$ cat src/spfc_cfg.svh
/*
 Constants of the flash self-programming controller: register offsets,
 field positions, control patterns, fuse selectors and timing counts.
 Assumes a 50 MHz pclk and byte addresses on an 8-bit APB paddr.
*/
`ifndef SPFC_CFG_SVH
`define SPFC_CFG_SVH

`define SPFC_OFF_CTRL     8'h00
`define SPFC_OFF_PTR      8'h04
`define SPFC_OFF_DATA     8'h08
`define SPFC_OFF_CMD      8'h0C
`define SPFC_OFF_RESULT   8'h10
`define SPFC_OFF_STATUS   8'h14

`define SPFC_BIT_EN       0
`define SPFC_BIT_RWW      6
`define SPFC_CMD_SPM      0
`define SPFC_CMD_LPM      1
`define SPFC_ST_HALT      0
`define SPFC_ST_EE        1

`define SPFC_PAT_NONE     5'h00
`define SPFC_PAT_LOAD     5'h01
`define SPFC_PAT_ERASE    5'h03
`define SPFC_PAT_WRITE    5'h05
`define SPFC_PAT_FUSE     5'h09
`define SPFC_PAT_CLEAR    5'h11

`define SPFC_SPM_WIN      3'h4
`define SPFC_LPM_WIN      3'h3

`define SPFC_SEL_LOW      16'h0000
`define SPFC_SEL_LOCK     16'h0001
`define SPFC_SEL_EXT      16'h0002
`define SPFC_SEL_HIGH     16'h0003
`define SPFC_NO_FUSE      8'hFF
`define SPFC_FUSE_RST     8'hFF

`define SPFC_PTR_RST      16'h0000
`define SPFC_WORD_BITS    5
`define SPFC_PAGE_BITS    (16 - 1 - `SPFC_WORD_BITS)

`define SPFC_CLK_NS       20
`define SPFC_PROG_MIN_NS  3700000
`define SPFC_PROG_MAX_NS  4500000
`define SPFC_PROG_CYC     ((`SPFC_PROG_MIN_NS + `SPFC_CLK_NS - 1) / `SPFC_CLK_NS)
`define SPFC_PROG_MAX_CYC (`SPFC_PROG_MAX_NS / `SPFC_CLK_NS)
`define SPFC_TMR_BITS     18

`endif

$ cat src/spfc_pkg.sv
/*
 Types of the flash self-programming controller.
 Assumes spfc_cfg.svh is on the include path.
*/
package spfc_pkg;
`include "spfc_cfg.svh"

   typedef enum logic [2:0] {
      ST_IDLE  = 3'b001,
      ST_ARMED = 3'b010,
      ST_BUSY  = 3'b100
   } spfc_state_e;

   typedef struct packed {
      logic [`SPFC_PAGE_BITS-1:0] page;
      logic [`SPFC_WORD_BITS-1:0] word;
      logic [15:0]                data;
      logic                       erase;
      logic                       write;
      logic                       load;
      logic                       clear;
   } spfc_flash_cmd_s;

endpackage : spfc_pkg

$ cat src/spfc_sync.sv
/*
 Two-flop synchroniser for slowly changing levels such as fuse pins.
 Assumes the input changes rarely, so words need no coherence guard.
*/
`timescale 1ns/1ns
module spfc_sync #(
   parameter int W = 8
) (
   // Clock and reset
   input  wire logic         pclk,
   input  wire logic         presetn,
   // Levels
   input  wire logic [W-1:0] d,
   output logic      [W-1:0] q
);
   logic [W-1:0] meta_reg;

   always_ff @(posedge pclk or negedge presetn)
   begin
      if (!presetn)
      begin
         meta_reg <= '1;
         q        <= '1;
      end
      else
      begin
         meta_reg <= d;
         q        <= meta_reg;
      end
   end
endmodule : spfc_sync

$ cat src/spfc_prog_timer.sv
/*
 Flash programming timer: counts a fixed number of clock cycles once started.
 Assumes its reset is the power-on reset only, so a system reset never
 cuts a running erase or write short.
*/
`timescale 1ns/1ns
`include "spfc_cfg.svh"
module spfc_prog_timer #(
   parameter int unsigned CYCLES = `SPFC_PROG_CYC
) (
   // Clock and power-on reset
   input  wire logic pclk,
   input  wire logic por_n,
   // Control
   input  wire logic start,
   output logic      busy,
   output logic      done
);
   import spfc_pkg::*;

   localparam logic [`SPFC_TMR_BITS-1:0] LAST = `SPFC_TMR_BITS'(CYCLES - 1);

   logic [`SPFC_TMR_BITS-1:0] cnt_reg;
   logic [`SPFC_TMR_BITS-1:0] cnt_next;
   logic                      busy_next;
   logic                      done_next;

   always_comb
   begin
      cnt_next  = cnt_reg;
      busy_next = busy;
      done_next = 1'b0;
      if (busy)
      begin
         if (cnt_reg == LAST)
         begin
            busy_next = 1'b0;
            done_next = 1'b1;
            cnt_next  = '0;
         end
         else
         begin
            cnt_next = cnt_reg + 1'b1;
         end
      end
      else if (start)
      begin
         busy_next = 1'b1;
         cnt_next  = '0;
      end
   end

   always_ff @(posedge pclk or negedge por_n)
   begin
      if (!por_n)
      begin
         cnt_reg <= '0;
         busy    <= 1'b0;
         done    <= 1'b0;
      end
      else
      begin
         cnt_reg <= cnt_next;
         busy    <= busy_next;
         done    <= done_next;
      end
   end
endmodule : spfc_prog_timer

$ cat src/spfc_ctrl.sv
/*
 Flash self-programming controller: APB slave holding the pointer, data,
 control registers and a write-only command register, arming windows, fuse/lock reads and the
 page erase/write sequencing with CPU halt.
 Assumes the CPU issues store/load program-memory operations as APB writes
 to the command register, and the flash array sits on flash_cmd.
*/
// Added by the designer: the APB slave port and the register offsets.
`timescale 1ns/1ns
`include "spfc_cfg.svh"
module spfc_ctrl
   import spfc_pkg::*;
#(
   parameter int unsigned PROG_CYCLES = `SPFC_PROG_CYC
) (
   // Clock and resets
   input  wire logic            pclk,
   input  wire logic            presetn,
   input  wire logic            por_n,
   // APB slave
   input  wire logic            psel,
   input  wire logic            penable,
   input  wire logic            pwrite,
   input  wire logic [7:0]      paddr,
   input  wire logic [31:0]     pwdata,
   output logic      [31:0]     prdata,
   output logic                 pready,
   output logic                 pslverr,
   // Device status
   input  wire logic            eeprom_write_busy_flag,
   input  wire logic [15:0]     flash_rword,
   // Fuse pins
   input  wire logic [7:0]      lock_byte_in,
   input  wire logic [7:0]      fuse_low_byte_in,
   input  wire logic [7:0]      fuse_high_byte_in,
   input  wire logic [7:0]      fuse_extended_byte_in,
   // Flash side
   output spfc_flash_cmd_s      flash_cmd,
   output logic      [15:0]     flash_byte_addr,
   output logic                 cpu_halt
);
   spfc_state_e     state_reg, state_next;
   spfc_flash_cmd_s cmd_next;
   logic [15:0]     ptr_reg, ptr_next;
   logic [15:0]     data_reg, data_next;
   logic [4:0]      mode_reg, mode_next;
   logic [2:0]      win_reg, win_next;
   logic [7:0]      result_reg, result_next;
   logic [31:0]     prdata_next;
   logic            pready_next, pslverr_next, halt_next;
   logic [31:0]     fuse_q;
   logic            access, wr, ctrl_wr, spm, lpm, blocked, start_go;
   logic            tmr_busy, tmr_done;

   function automatic logic pat_ok(input logic [4:0] p);
      return p == `SPFC_PAT_LOAD || p == `SPFC_PAT_ERASE || p == `SPFC_PAT_WRITE
          || p == `SPFC_PAT_FUSE || p == `SPFC_PAT_CLEAR;
   endfunction : pat_ok

   function automatic logic addr_ok(input logic [7:0] a);
      return a == `SPFC_OFF_CTRL || a == `SPFC_OFF_PTR || a == `SPFC_OFF_DATA
          || a == `SPFC_OFF_CMD || a == `SPFC_OFF_RESULT || a == `SPFC_OFF_STATUS;
   endfunction : addr_ok

   function automatic logic [7:0] fuse_pick(input logic [15:0] p, input logic [31:0] f);
      unique case (p)
         `SPFC_SEL_LOW:  return f[7:0];
         `SPFC_SEL_LOCK: return f[31:24];
         `SPFC_SEL_EXT:  return f[23:16];
         `SPFC_SEL_HIGH: return f[15:8];
         default:        return `SPFC_NO_FUSE;
      endcase
   endfunction : fuse_pick

   spfc_sync #(.W(32)) u_fuse_sync (
      .pclk    (pclk),
      .presetn (presetn),
      .d       ({lock_byte_in, fuse_extended_byte_in, fuse_high_byte_in, fuse_low_byte_in}),
      .q       (fuse_q)
   );

   spfc_prog_timer #(.CYCLES(PROG_CYCLES)) u_timer (
      .pclk  (pclk),
      .por_n (por_n),
      .start (start_go),
      .busy  (tmr_busy),
      .done  (tmr_done)
   );

   always_comb
   begin
      access  = psel && penable && pready;
      wr      = access && pwrite;
      ctrl_wr = wr && paddr == `SPFC_OFF_CTRL;
      spm     = wr && paddr == `SPFC_OFF_CMD && pwdata[`SPFC_CMD_SPM];
      lpm     = wr && paddr == `SPFC_OFF_CMD && pwdata[`SPFC_CMD_LPM];
      blocked = eeprom_write_busy_flag || tmr_busy;
   end

   always_comb
   begin
      state_next  = state_reg;
      mode_next   = mode_reg;
      win_next    = win_reg;
      result_next = result_reg;
      ptr_next    = ptr_reg;
      data_next   = data_reg;
      start_go    = 1'b0;
      cmd_next       = '0;
      cmd_next.page  = ptr_reg[15:`SPFC_WORD_BITS+1];
      cmd_next.word  = ptr_reg[`SPFC_WORD_BITS:1];
      cmd_next.data  = data_reg;
      if (wr && paddr == `SPFC_OFF_PTR)
         ptr_next = pwdata[15:0];
      if (wr && paddr == `SPFC_OFF_DATA)
         data_next = pwdata[15:0];
      if (lpm && !(state_reg == ST_ARMED && mode_reg == `SPFC_PAT_FUSE))
         result_next = ptr_reg[0] ? flash_rword[15:8] : flash_rword[7:0];
      unique case (state_reg)
         ST_IDLE:
         begin
            // accept only valid patterns when free
            if (ctrl_wr && pat_ok(pwdata[4:0]) && !blocked)
            begin
               mode_next  = pwdata[4:0];
               state_next = ST_ARMED;
               win_next   = pwdata[4:0] == `SPFC_PAT_FUSE ? `SPFC_LPM_WIN : `SPFC_SPM_WIN;
            end
         end
         ST_ARMED:
         begin
            win_next = win_reg - 3'h1;
            if (win_reg == 3'h0)
            begin
               state_next = ST_IDLE;
               mode_next  = `SPFC_PAT_NONE;
               win_next   = 3'h0;
            end
            else if (lpm && mode_reg == `SPFC_PAT_FUSE)
            begin
               result_next = fuse_pick(ptr_reg, fuse_q);
               state_next  = ST_IDLE;
               mode_next   = `SPFC_PAT_NONE;
               win_next    = 3'h0;
            end
            else if (spm && mode_reg != `SPFC_PAT_FUSE)
            begin
               win_next       = 3'h0;
               cmd_next.load  = mode_reg == `SPFC_PAT_LOAD;
               cmd_next.clear = mode_reg == `SPFC_PAT_CLEAR;
               cmd_next.erase = mode_reg == `SPFC_PAT_ERASE;
               cmd_next.write = mode_reg == `SPFC_PAT_WRITE;
               if (mode_reg == `SPFC_PAT_ERASE || mode_reg == `SPFC_PAT_WRITE)
               begin
                  start_go   = 1'b1;
                  state_next = ST_BUSY;
               end
               else
               begin
                  state_next = ST_IDLE;
                  mode_next  = `SPFC_PAT_NONE;
               end
            end
         end
         ST_BUSY:
         begin
            if (tmr_done)
            begin
               state_next = ST_IDLE;
               mode_next  = `SPFC_PAT_NONE;
            end
         end
      endcase
   end

   always_comb
   begin
      prdata_next  = '0;
      pready_next  = psel && !penable;
      pslverr_next = psel && !penable && !addr_ok(paddr);
      halt_next    = start_go || (tmr_busy && !tmr_done);
      if (psel && !penable && !pwrite)
      begin
         unique case (paddr)
            `SPFC_OFF_CTRL:
            begin
               prdata_next[`SPFC_BIT_RWW] = 1'b0;
               prdata_next[4:1]           = mode_reg[4:1];
               prdata_next[`SPFC_BIT_EN]  = state_reg != ST_IDLE || tmr_busy;
            end
            `SPFC_OFF_PTR:    prdata_next[15:0] = ptr_reg;
            `SPFC_OFF_DATA:   prdata_next[15:0] = data_reg;
            `SPFC_OFF_RESULT: prdata_next[7:0]  = result_reg;
            `SPFC_OFF_STATUS:
            begin
               prdata_next[`SPFC_ST_HALT] = cpu_halt;
               prdata_next[`SPFC_ST_EE]   = eeprom_write_busy_flag;
            end
            default:          prdata_next = '0;
         endcase
      end
   end

   always_ff @(posedge pclk or negedge presetn)
   begin
      if (!presetn)
      begin
         state_reg       <= ST_IDLE;
         mode_reg        <= `SPFC_PAT_NONE;
         win_reg         <= 3'h0;
         ptr_reg         <= `SPFC_PTR_RST;
         data_reg        <= 16'h0000;
         result_reg      <= 8'h00;
         flash_cmd       <= '0;
         flash_byte_addr <= `SPFC_PTR_RST;
         cpu_halt        <= 1'b0;
         prdata          <= 32'h0000_0000;
         pready          <= 1'b0;
         pslverr         <= 1'b0;
      end
      else
      begin
         state_reg       <= state_next;
         mode_reg        <= mode_next;
         win_reg         <= win_next;
         ptr_reg         <= ptr_next;
         data_reg        <= data_next;
         result_reg      <= result_next;
         flash_cmd       <= cmd_next;
         flash_byte_addr <= ptr_next;
         cpu_halt        <= halt_next;
         prdata          <= prdata_next;
         pready          <= pready_next;
         pslverr         <= pslverr_next;
      end
   end
endmodule : spfc_ctrl

$ cat config.mk
export PLATFORM = sky130hd
export DESIGN_NAME = spfc_ctrl
export DESIGN_NICKNAME = d
export VERILOG_FILES = /design/src/spfc_pkg.sv /design/src/spfc_sync.sv /design/src/spfc_prog_timer.sv /design/src/spfc_ctrl.sv
export VERILOG_INCLUDE_DIRS = /design/src /design/src/src
export SDC_FILE = /design/constraint.sdc
export NUM_CORES = 1
export LEC_CHECK = 0
export BUFFER_PORTS_ARGS = -buffer_cell sky130_fd_sc_hd__clkbuf_2
export CAP_MARGIN = 15
export CELL_PAD_IN_SITES_DETAIL_PLACEMENT = 1
export CELL_PAD_IN_SITES_GLOBAL_PLACEMENT = 1
export CORE_MARGIN = 2
export CORE_UTILIZATION = 46
export CTS_CLUSTER_SIZE = 14
export DETAILED_ROUTE_END_ITERATION = 12
export PLACE_DENSITY_LB_ADDON = 0.25
export SLEW_MARGIN = 10
export SYNTH_ARGS = -nofsm -noshare
export SYNTH_HDL_FRONTEND = slang
export SYNTH_SLANG_ARGS = --single-unit
$ cat constraint.sdc
create_clock -name pclk -period 3.5 [get_ports pclk]
set_input_delay 0.175 -clock pclk [delete_from_list [all_inputs] [get_ports pclk]]
set_output_delay 0.175 -clock pclk [all_outputs]
set_load 0.02 [all_outputs]
==> summary.txt, run 1 <==
Floorplanning
  • Placement Rows: 46
  • Core ar.: 15900 um2
  • # IOs: 181
  • Chip Width: 132 um
  • Initial Util: 47.2%
  • Chip Height: 132 um
  • Die ar.: 17400 um2

Critical path
  • WS Path Type: flip-flop to flip-flop
  • CP max stage delay: 0.66 ns
  • Slowest-stage cell, CP: o21ai_0
  • CP arrival: 2.82 ns
  • CP endpoint kind: flip-flop
  • Req. time, crit path: 3.81 ns
  • Worst Path Max Fanout: 7
  • CP Launch Type: flip-flop
  • Crit-path cells: ha_1 > nand2_1 > or4_1 > o21ai_0 > buf_4 > or3_1 > o21ai_0
  • Critical path's most frequent cell: o21ai_0

STA
  • Count of final setup violators: 0
  • Fin crit share: 71.8%
  • Fin Setup TNS: 0 ns
  • Slew margin rel.: 25.7%
  • Minimum clock period: 2.51 ns
  • Fin. max-slew vios: 0
  • Hold Vio Cnt, Final: 0
  • Worst-margin pin slew: 1.11 ns
  • Clk_skew: 0.0103 ns
  • RSZ-0062 raised after global routing: false
  • Max Fclk: 398 MHz

Drt
  • Final wirelength: 19000 um
  • Detailed-route DRC error count: 0
  • Wirelength per Cell: 19.8 um
  • Via density: 5.26
  • DRT iter0 DRCs: 258
  • Antenna viol nets, final: 0
  • Detailed-route via count: 5059
  • DR pass1 iterations: 4

Finish
  • Final net count: 830
  • Share of layout cells above drive strength 1: 40.7%
  • Reg area: 4810 um2
  • Layout area overhead: 24.4%
  • Filler instances: 1649
  • Finished Layout Cells: 962
  • Post-Route Utilization: 58.7%
  • Max reg flops: 35
  • Most frequent cells in the layout: clkbuf_2, dfrtp_1, dfstp_2, dlygate4sd3_1, o21ai_0
  • Most common cell after layout, fill and taps aside: clkbuf_2
  • Area of the multi-input gates: 2350 um2

Pwr
  • Clk pwr share: 40.7%
  • Internal Power: 3.73 mW
  • Worst VDD drop: 0.376 mV
  • Total net switching power: 1.31 mW
  • Sw Share: 26.0%
  • Part of the power in registers: 48.2%
  • LEAKAGE: 4.44 nW
  • Combinational share of power: 11.0%
  • Power per cell area: 538 nW/um2

Clocking
  • Clk pin slew, worst setup/hold paths: 0.07 ns
  • Clock latency on the worst-skew pair: 0.43 ns
  • Total CTS buffers: 17
  • H-tree lvl count: 4
  • Max Root-Sink Buffers: 2
  • Clk root buf: clkbuf_16
  • CTS tree: yes
  • Total clock sinks: 189

Synthesis
  • Seq/Total Area, Yosys: 63.9%
  • Compound-cell area share of the yosys netlist: 8.86%
  • Synth Instances: 555
  • Post-Synth XOR/XNOR Area: 0.582%
  • Ys async rst share: 100%
  • Yosys reg bits: 189
  • Synth Flop Type: dfrtp_1
  • Adder-cell share of the synthesized area: 0.499%
  • Mux share of post-synthesis cell area: 9.98%
  • Synth Cell Area: 7520 um2
  • Post-synthesis simple-gate area fraction: 10.5%
  • EDFF count, synth: 0
  • Post-synthesis cell type count: 67
  • Mean Syn Cell Area: 13.6 um2
  • Largest family of logic cells by synthesized area: simple AND/OR/NAND/NOR gates
  • Warnings, synthesis: 0

Global routing
  • Vias in the first global route: 5609
  • Total Routing Usage GR: 23.0%
  • Grt ovf: 0
  • Largest net degree at the start of global routing: 109
  • Number of antenna violations at the first check in global routing: 1
  • First-pass GRT wire length: 31100 um

Place
  • GPL Wtd Cong: 0.832
  • Cells after DPL: 885
  • PortBufs: 148
  • Placed wire-length estimate: 12800 um

Hold path
  • Hold WC Path Type: input port to flip-flop

Run status
  • Status: completed

Flow run
  • Max Cap Viol: 0
-- path summary, 6_finish.rpt --
kind,cells after the start,slack (ns),startpoint,end
min,2,0.02,pwdata[8],data_reg[8]
min in group asynchronous,2,0.25,por_n,u_timer.cnt_reg[4]
max in group asynchronous,3,2.17,presetn,u_fuse_sync.q[14]
max reg2reg,7,0.99,u_timer.cnt_reg[0],u_timer.cnt_reg[4]
min reg2reg,0,0.36,u_fuse_sync.meta_reg[16],u_fuse_sync.q[16]
max,7,0.99,u_timer.cnt_reg[0],u_timer.cnt_reg[4]
-- worst max-delay path, delay by kind of cell, from the launching register on --
kind,cells,cell delay [ns]
AOI/OAI and AO/OA,2,0.74
and+or+nand+nor,3,0.72
DFF,1,0.42
buffers and inverters,1,0.28
adders and majority gates,1,0.25
-- metrics by stage --
stage | power, mW | hold slack [ns] | cell area, um2 | setup slack [ns]
after floorplan | 2.79 | -0.121 | 7580 | 1.62
after global placement | 2.95 | 0.177 | 8290 | 0.908
after detailed placement | 2.98 | 0.188 | 8290 | 0.856
after CTS | 5.07 | 0.00427 | 9360 | 0.998
after global routing | 5.25 | 0.0147 | 9360 | 0.869
final | 5.04 | 0.0227 | 9360 | 0.986
-- routing by layer --
metal  global-route usage (%)  share of wire [%]
met5                        0                  0
met4                     8.27                2.2
met3                     5.00                4.5
met2                     40.6                 53
met1                     27.9                 41
-- cell families (layout without fill, tap and decap cells) --
kind of cell             count (synthesis)  in the layout
multiplexers                            60             60
XOR/XNOR                                 5              5
adder cells (fa/ha/maj)                  3              3
flip-flops                             189            189
AO/OA/AOI/OAI                          100            100
other                                    1             17
AND/OR/NAND/NOR                        127            127
buffers and inverters                   70            245
-- timing repair --
action / in CTS / in global routing
hold endpoints to repair: 117 / 0
hold buffers: 44 / 0
gates resized for setup: 0 / 0
buffers inserted: 0 / 0
-- cell type report --
class                           instances  area share (%)
Clock buffer                           18            4.58
Multi-Input combinational cell        311            25.1
Sequential cell                       189            51.4
Clock inverter                         14            2.14
Timing Repair Buffer                  197            13.2
Tap cell                              216            2.89
Inverter                               16           0.642
Antenna cell                            1          0.0267
-- cell usage after synthesis (all sizes together) (3+ instances only) --
| cell | count | area [um2] |
|---|---|---|
| mux4 | 8 | 180 |
| dfrtp | 124 | 3100 |
| dfstp | 65 | 1710 |
| and2 | 7 | 43.8 |
| a211oi | 3 | 22.5 |
| and3 | 5 | 31.3 |
| nor3 | 4 | 25.0 |
| nand4 | 9 | 56.3 |
| a21o | 3 | 22.5 |
| clkbuf | 10 | 38.8 |
| a22o | 6 | 52.6 |
| mux2i | 12 | 120 |
| or3 | 11 | 68.8 |
| nor4 | 10 | 77.6 |
| inv | 16 | 60.1 |
| a22oi | 8 | 60.1 |
| nor3b | 5 | 47.5 |
| nand2 | 20 | 77.6 |
| buf | 44 | 322 |
| nor4b | 9 | 100 |
| a21oi | 19 | 95.1 |
| o21a | 4 | 30.0 |
| xnor2 | 4 | 35.0 |
| nand3 | 10 | 67.6 |
| nor2 | 23 | 86.3 |
| mux2 | 40 | 450 |
| a222oi | 6 | 60.1 |
| ha | 3 | 37.5 |
| o21ai | 34 | 170 |
-- power groups by stage --
stage / clock network (mW) / logic (mW) / registers [mW]
6_report: 2.05 / 0.556 / 2.43
2_1_floorplan: 0 / 0.377 / 2.41
3_5_place_dp: 0 / 0.512 / 2.47
5_1_grt: 2.18 / 0.622 / 2.45
4_1_cts: 2.08 / 0.558 / 2.43
3_3_place_gp: 0 / 0.491 / 2.45
(Power assumes the default switching activity.)
==> run 2: changes to the inputs <==
--- a/config.mk
+++ b/config.mk
@@ -11,7 +11,7 @@
 export CELL_PAD_IN_SITES_DETAIL_PLACEMENT = 1
 export CELL_PAD_IN_SITES_GLOBAL_PLACEMENT = 1
 export CORE_MARGIN = 2
-export CORE_UTILIZATION = 46
+export CORE_UTILIZATION = 43
 export CTS_CLUSTER_SIZE = 14
 export DETAILED_ROUTE_END_ITERATION = 12
 export PLACE_DENSITY_LB_ADDON = 0.25
==> constraint.sdc (replaced) <==
create_clock -name pclk -period 2.6 [get_ports pclk]
set_input_delay 0.13 -clock pclk [delete_from_list [all_inputs] [get_ports pclk]]
set_output_delay 0.13 -clock pclk [all_outputs]
set_load 0.02 [all_outputs]
==> summary.txt, run 2 (same netlist as run 1, synthesis figures left out) <==
Clocking
  • Clk pin slew, worst setup/hold paths: 0.07 ns (about the same)
  • H-tree lvl count: 4 (unchanged)
  • CTS tree: yes
  • Total CTS buffers: 17 (unchanged)
  • Clk root buf: clkbuf_16
  • Clock latency on the worst-skew pair: 0.44 ns (about the same)
  • Cts hold-fix bufs: 47 (+6.8%)
  • Total clock sinks: 189 (unchanged)
  • Setup repair bufs after CTS: 0 (unchanged)
  • Max Root-Sink Buffers: 2 (unchanged)
  • Cts repair resizes: 0 (unchanged)

Floorplanning
  • Core ar.: 17200 um2 (+7.7%)
  • Initial Util: 43.8% (-3.4 points)
  • Chip Height: 136 um (+3.3%)
  • # IOs: 181 (unchanged)
  • Chip Width: 136 um (+3.3%)
  • Placement Rows: 48 (+4.3%)
  • Die ar.: 18600 um2 (+6.8%)

Run status
  • Status: completed

STA
  • Clk_skew: 0.00905 ns (-0.00121 ns)
  • Count of final setup violators: 0 (unchanged)
  • Final WS setup: 0.329 ns (-0.657 ns)
  • Hold Vio Cnt, Final: 0 (unchanged)
  • Slew margin rel.: 42.9% (+17 points)
  • Fin Setup TNS: 0 ns (unchanged)
  • Fin. max-slew vios: 0 (unchanged)
  • RSZ-0062 raised after global routing: false
  • Fin crit share: 87.4% (+16 points)
  • Max Fclk: 440 MHz (+11%)
  • Minimum clock period: 2.27 ns (-0.243 ns)
  • Worst-margin pin slew: 0.857 ns (-0.257 ns)

Pwr
  • Power per cell area: 702 nW/um2 (+30%)
  • Worst VDD drop: 0.527 mV (+40%)
  • LEAKAGE: 4.49 nW (+1.2%)

Critical path
  • Crit path from: win_reg[0]
  • Reg2reg end: u_timer.cnt_reg[15]
  • Cells on worst reg2reg path: 8 (+1)
  • WS Path Type: flip-flop to flip-flop
  • CP Launch Type: flip-flop
  • CP arrival: 2.62 ns (-0.20 ns)
  • Slowest-stage cell, CP: a41oi_2
  • CP max stage delay: 0.72 ns (+0.06 ns)
  • FF-to-FF setup slack: 0.33 ns (-0.66 ns)
  • Worst r2r src: win_reg[0]
  • Crit-path cells: inv_1 > ha_1 > nand2b_1 > and2_1 > a41oi_2 > buf_4 > a21oi_1 > o21ai_0
  • Req. time, crit path: 2.95 ns (-0.86 ns)
  • Crit path to: u_timer.cnt_reg[15]
  • CP endpoint kind: flip-flop
  • Worst Path Max Fanout: 16 (+9)

Drt
  • Via density: 5.24 (-0.29%)
  • Wirelength per Cell: 19.0 um (-4.1%)
  • DRT iter0 DRCs: 275 (+6.6%)
  • Detailed-route via count: 5165 (+2.1%)
  • Antenna viol nets, final: 0 (unchanged)
  • Detailed-route DRC error count: 0 (unchanged)
  • DR pass1 iterations: 4 (unchanged)
  • Final wirelength: 18700 um (-1.8%)

Hold path
  • Hold WC Path Type: input port to flip-flop
  • Hold Crit Depth: 2 (unchanged)

Global routing
  • Met3 Use GR: 3.88% (-1.1 points)
  • Met2 Resource Use GR: 37.2% (-3.4 points)
  • Grt met1 use: 27.1% (-0.81 points)
  • Vias in the first global route: 5547 (-1.1%)
  • Busiest grt layer: met2
  • Number of antenna violations at the first check in global routing: 0 (-1)
  • Total Routing Usage GR: 21.3% (-1.7 points)
  • Grt ovf: 0 (unchanged)
  • First-pass GRT wire length: 30000 um (-3.6%)
  • Largest net degree at the start of global routing: 77 (-29%)

Place
  • GPL Wtd Cong: 0.840 (+1.0%)
  • PortBufs: 148 (unchanged)
  • Post-placement setup slack: 0.321 ns (-0.536 ns)
  • Placed wire-length estimate: 12900 um (+0.96%)
  • Cells after DPL: 906 (+2.4%)

Finish
  • Finished Layout Cells: 985 (+2.4%)
  • Layout area overhead: 25.6%
  • Filler instances: 1783 (+8.1%)
  • Area of the multi-input gates: 2350 um2 (unchanged)
  • Most frequent cells in the layout: clkbuf_2, dfrtp_1, dfstp_2, dlygate4sd3_1, o21ai_0
  • Antenna diodes: 0 (-1)
  • Reg area: 4810 um2 (unchanged)
  • Post-Route Utilization: 55.0% (-3.7 points)
  • Final net count: 845 (+1.8%)
  • Max reg flops: 35 (unchanged)
  • Most common cell after layout, fill and taps aside: clkbuf_2
  • Share of layout cells above drive strength 1: 41.4% (+0.78 points)

Flow run
  • Max Cap Viol: 0 (unchanged)
[run 2: power by group]
part / internal [mW] / leakage [nW] / switching [mW]
clock: 1.35 / 0.284 / 1.19
combinational: 0.379 / 1.89 / 0.472
sequential: 3.12 / 2.32 / 0.117
total: 4.85 / 4.49 / 1.78
[run 2: how the worst min path moves through the flow]
stage / slack, ns / to / startpoint
after floorplan: -0.17 / cpu_halt / presetn
after global placement: 0.13 / u_timer.cnt_reg[6] / por_n
after detailed placement: 0.14 / u_timer.cnt_reg[2] / por_n
after CTS: 0.04 / mode_reg[2] / pwdata[2]
after global routing: 0.06 / mode_reg[2] / pwdata[2]
final: 0.06 / mode_reg[2] / pwdata[2]
[run 2: critical path, delay by kind of cell (launching register included)]
kind / cells / cell delay (ns)
fa+ha+maj: 1 / 0.17
simple gates: 2 / 0.32
compound gates: 3 / 0.96
flops: 1 / 0.36
buf+inv: 2 / 0.37
[run 2: final cells by class]
cell class	count	area share (%)
clock inverters	15	1.63
repair buffers	212	14.5
multi-input cells	311	24.9
clock buffers	17	4.50
flip-flops and latches	189	50.9
well taps	225	2.98
inverters	16	0.635
[run 2: metal layers]
metal  part of all wire (%)  routed length, um
met1                     42               7830
met2                     53               9820
met3                    4.3                802
met4                    1.3                244
met5                      0                  0
[run 2: stage by stage]
step	hold WS, ns	power, mW	instance area, um2
floorplan	-0.166	3.75	7580
global placement	0.132	4.01	8400
detailed placement	0.141	4.07	8400
CTS	0.0357	6.68	9450
global route	0.0559	6.92	9450
finish	0.0562	6.64	9450
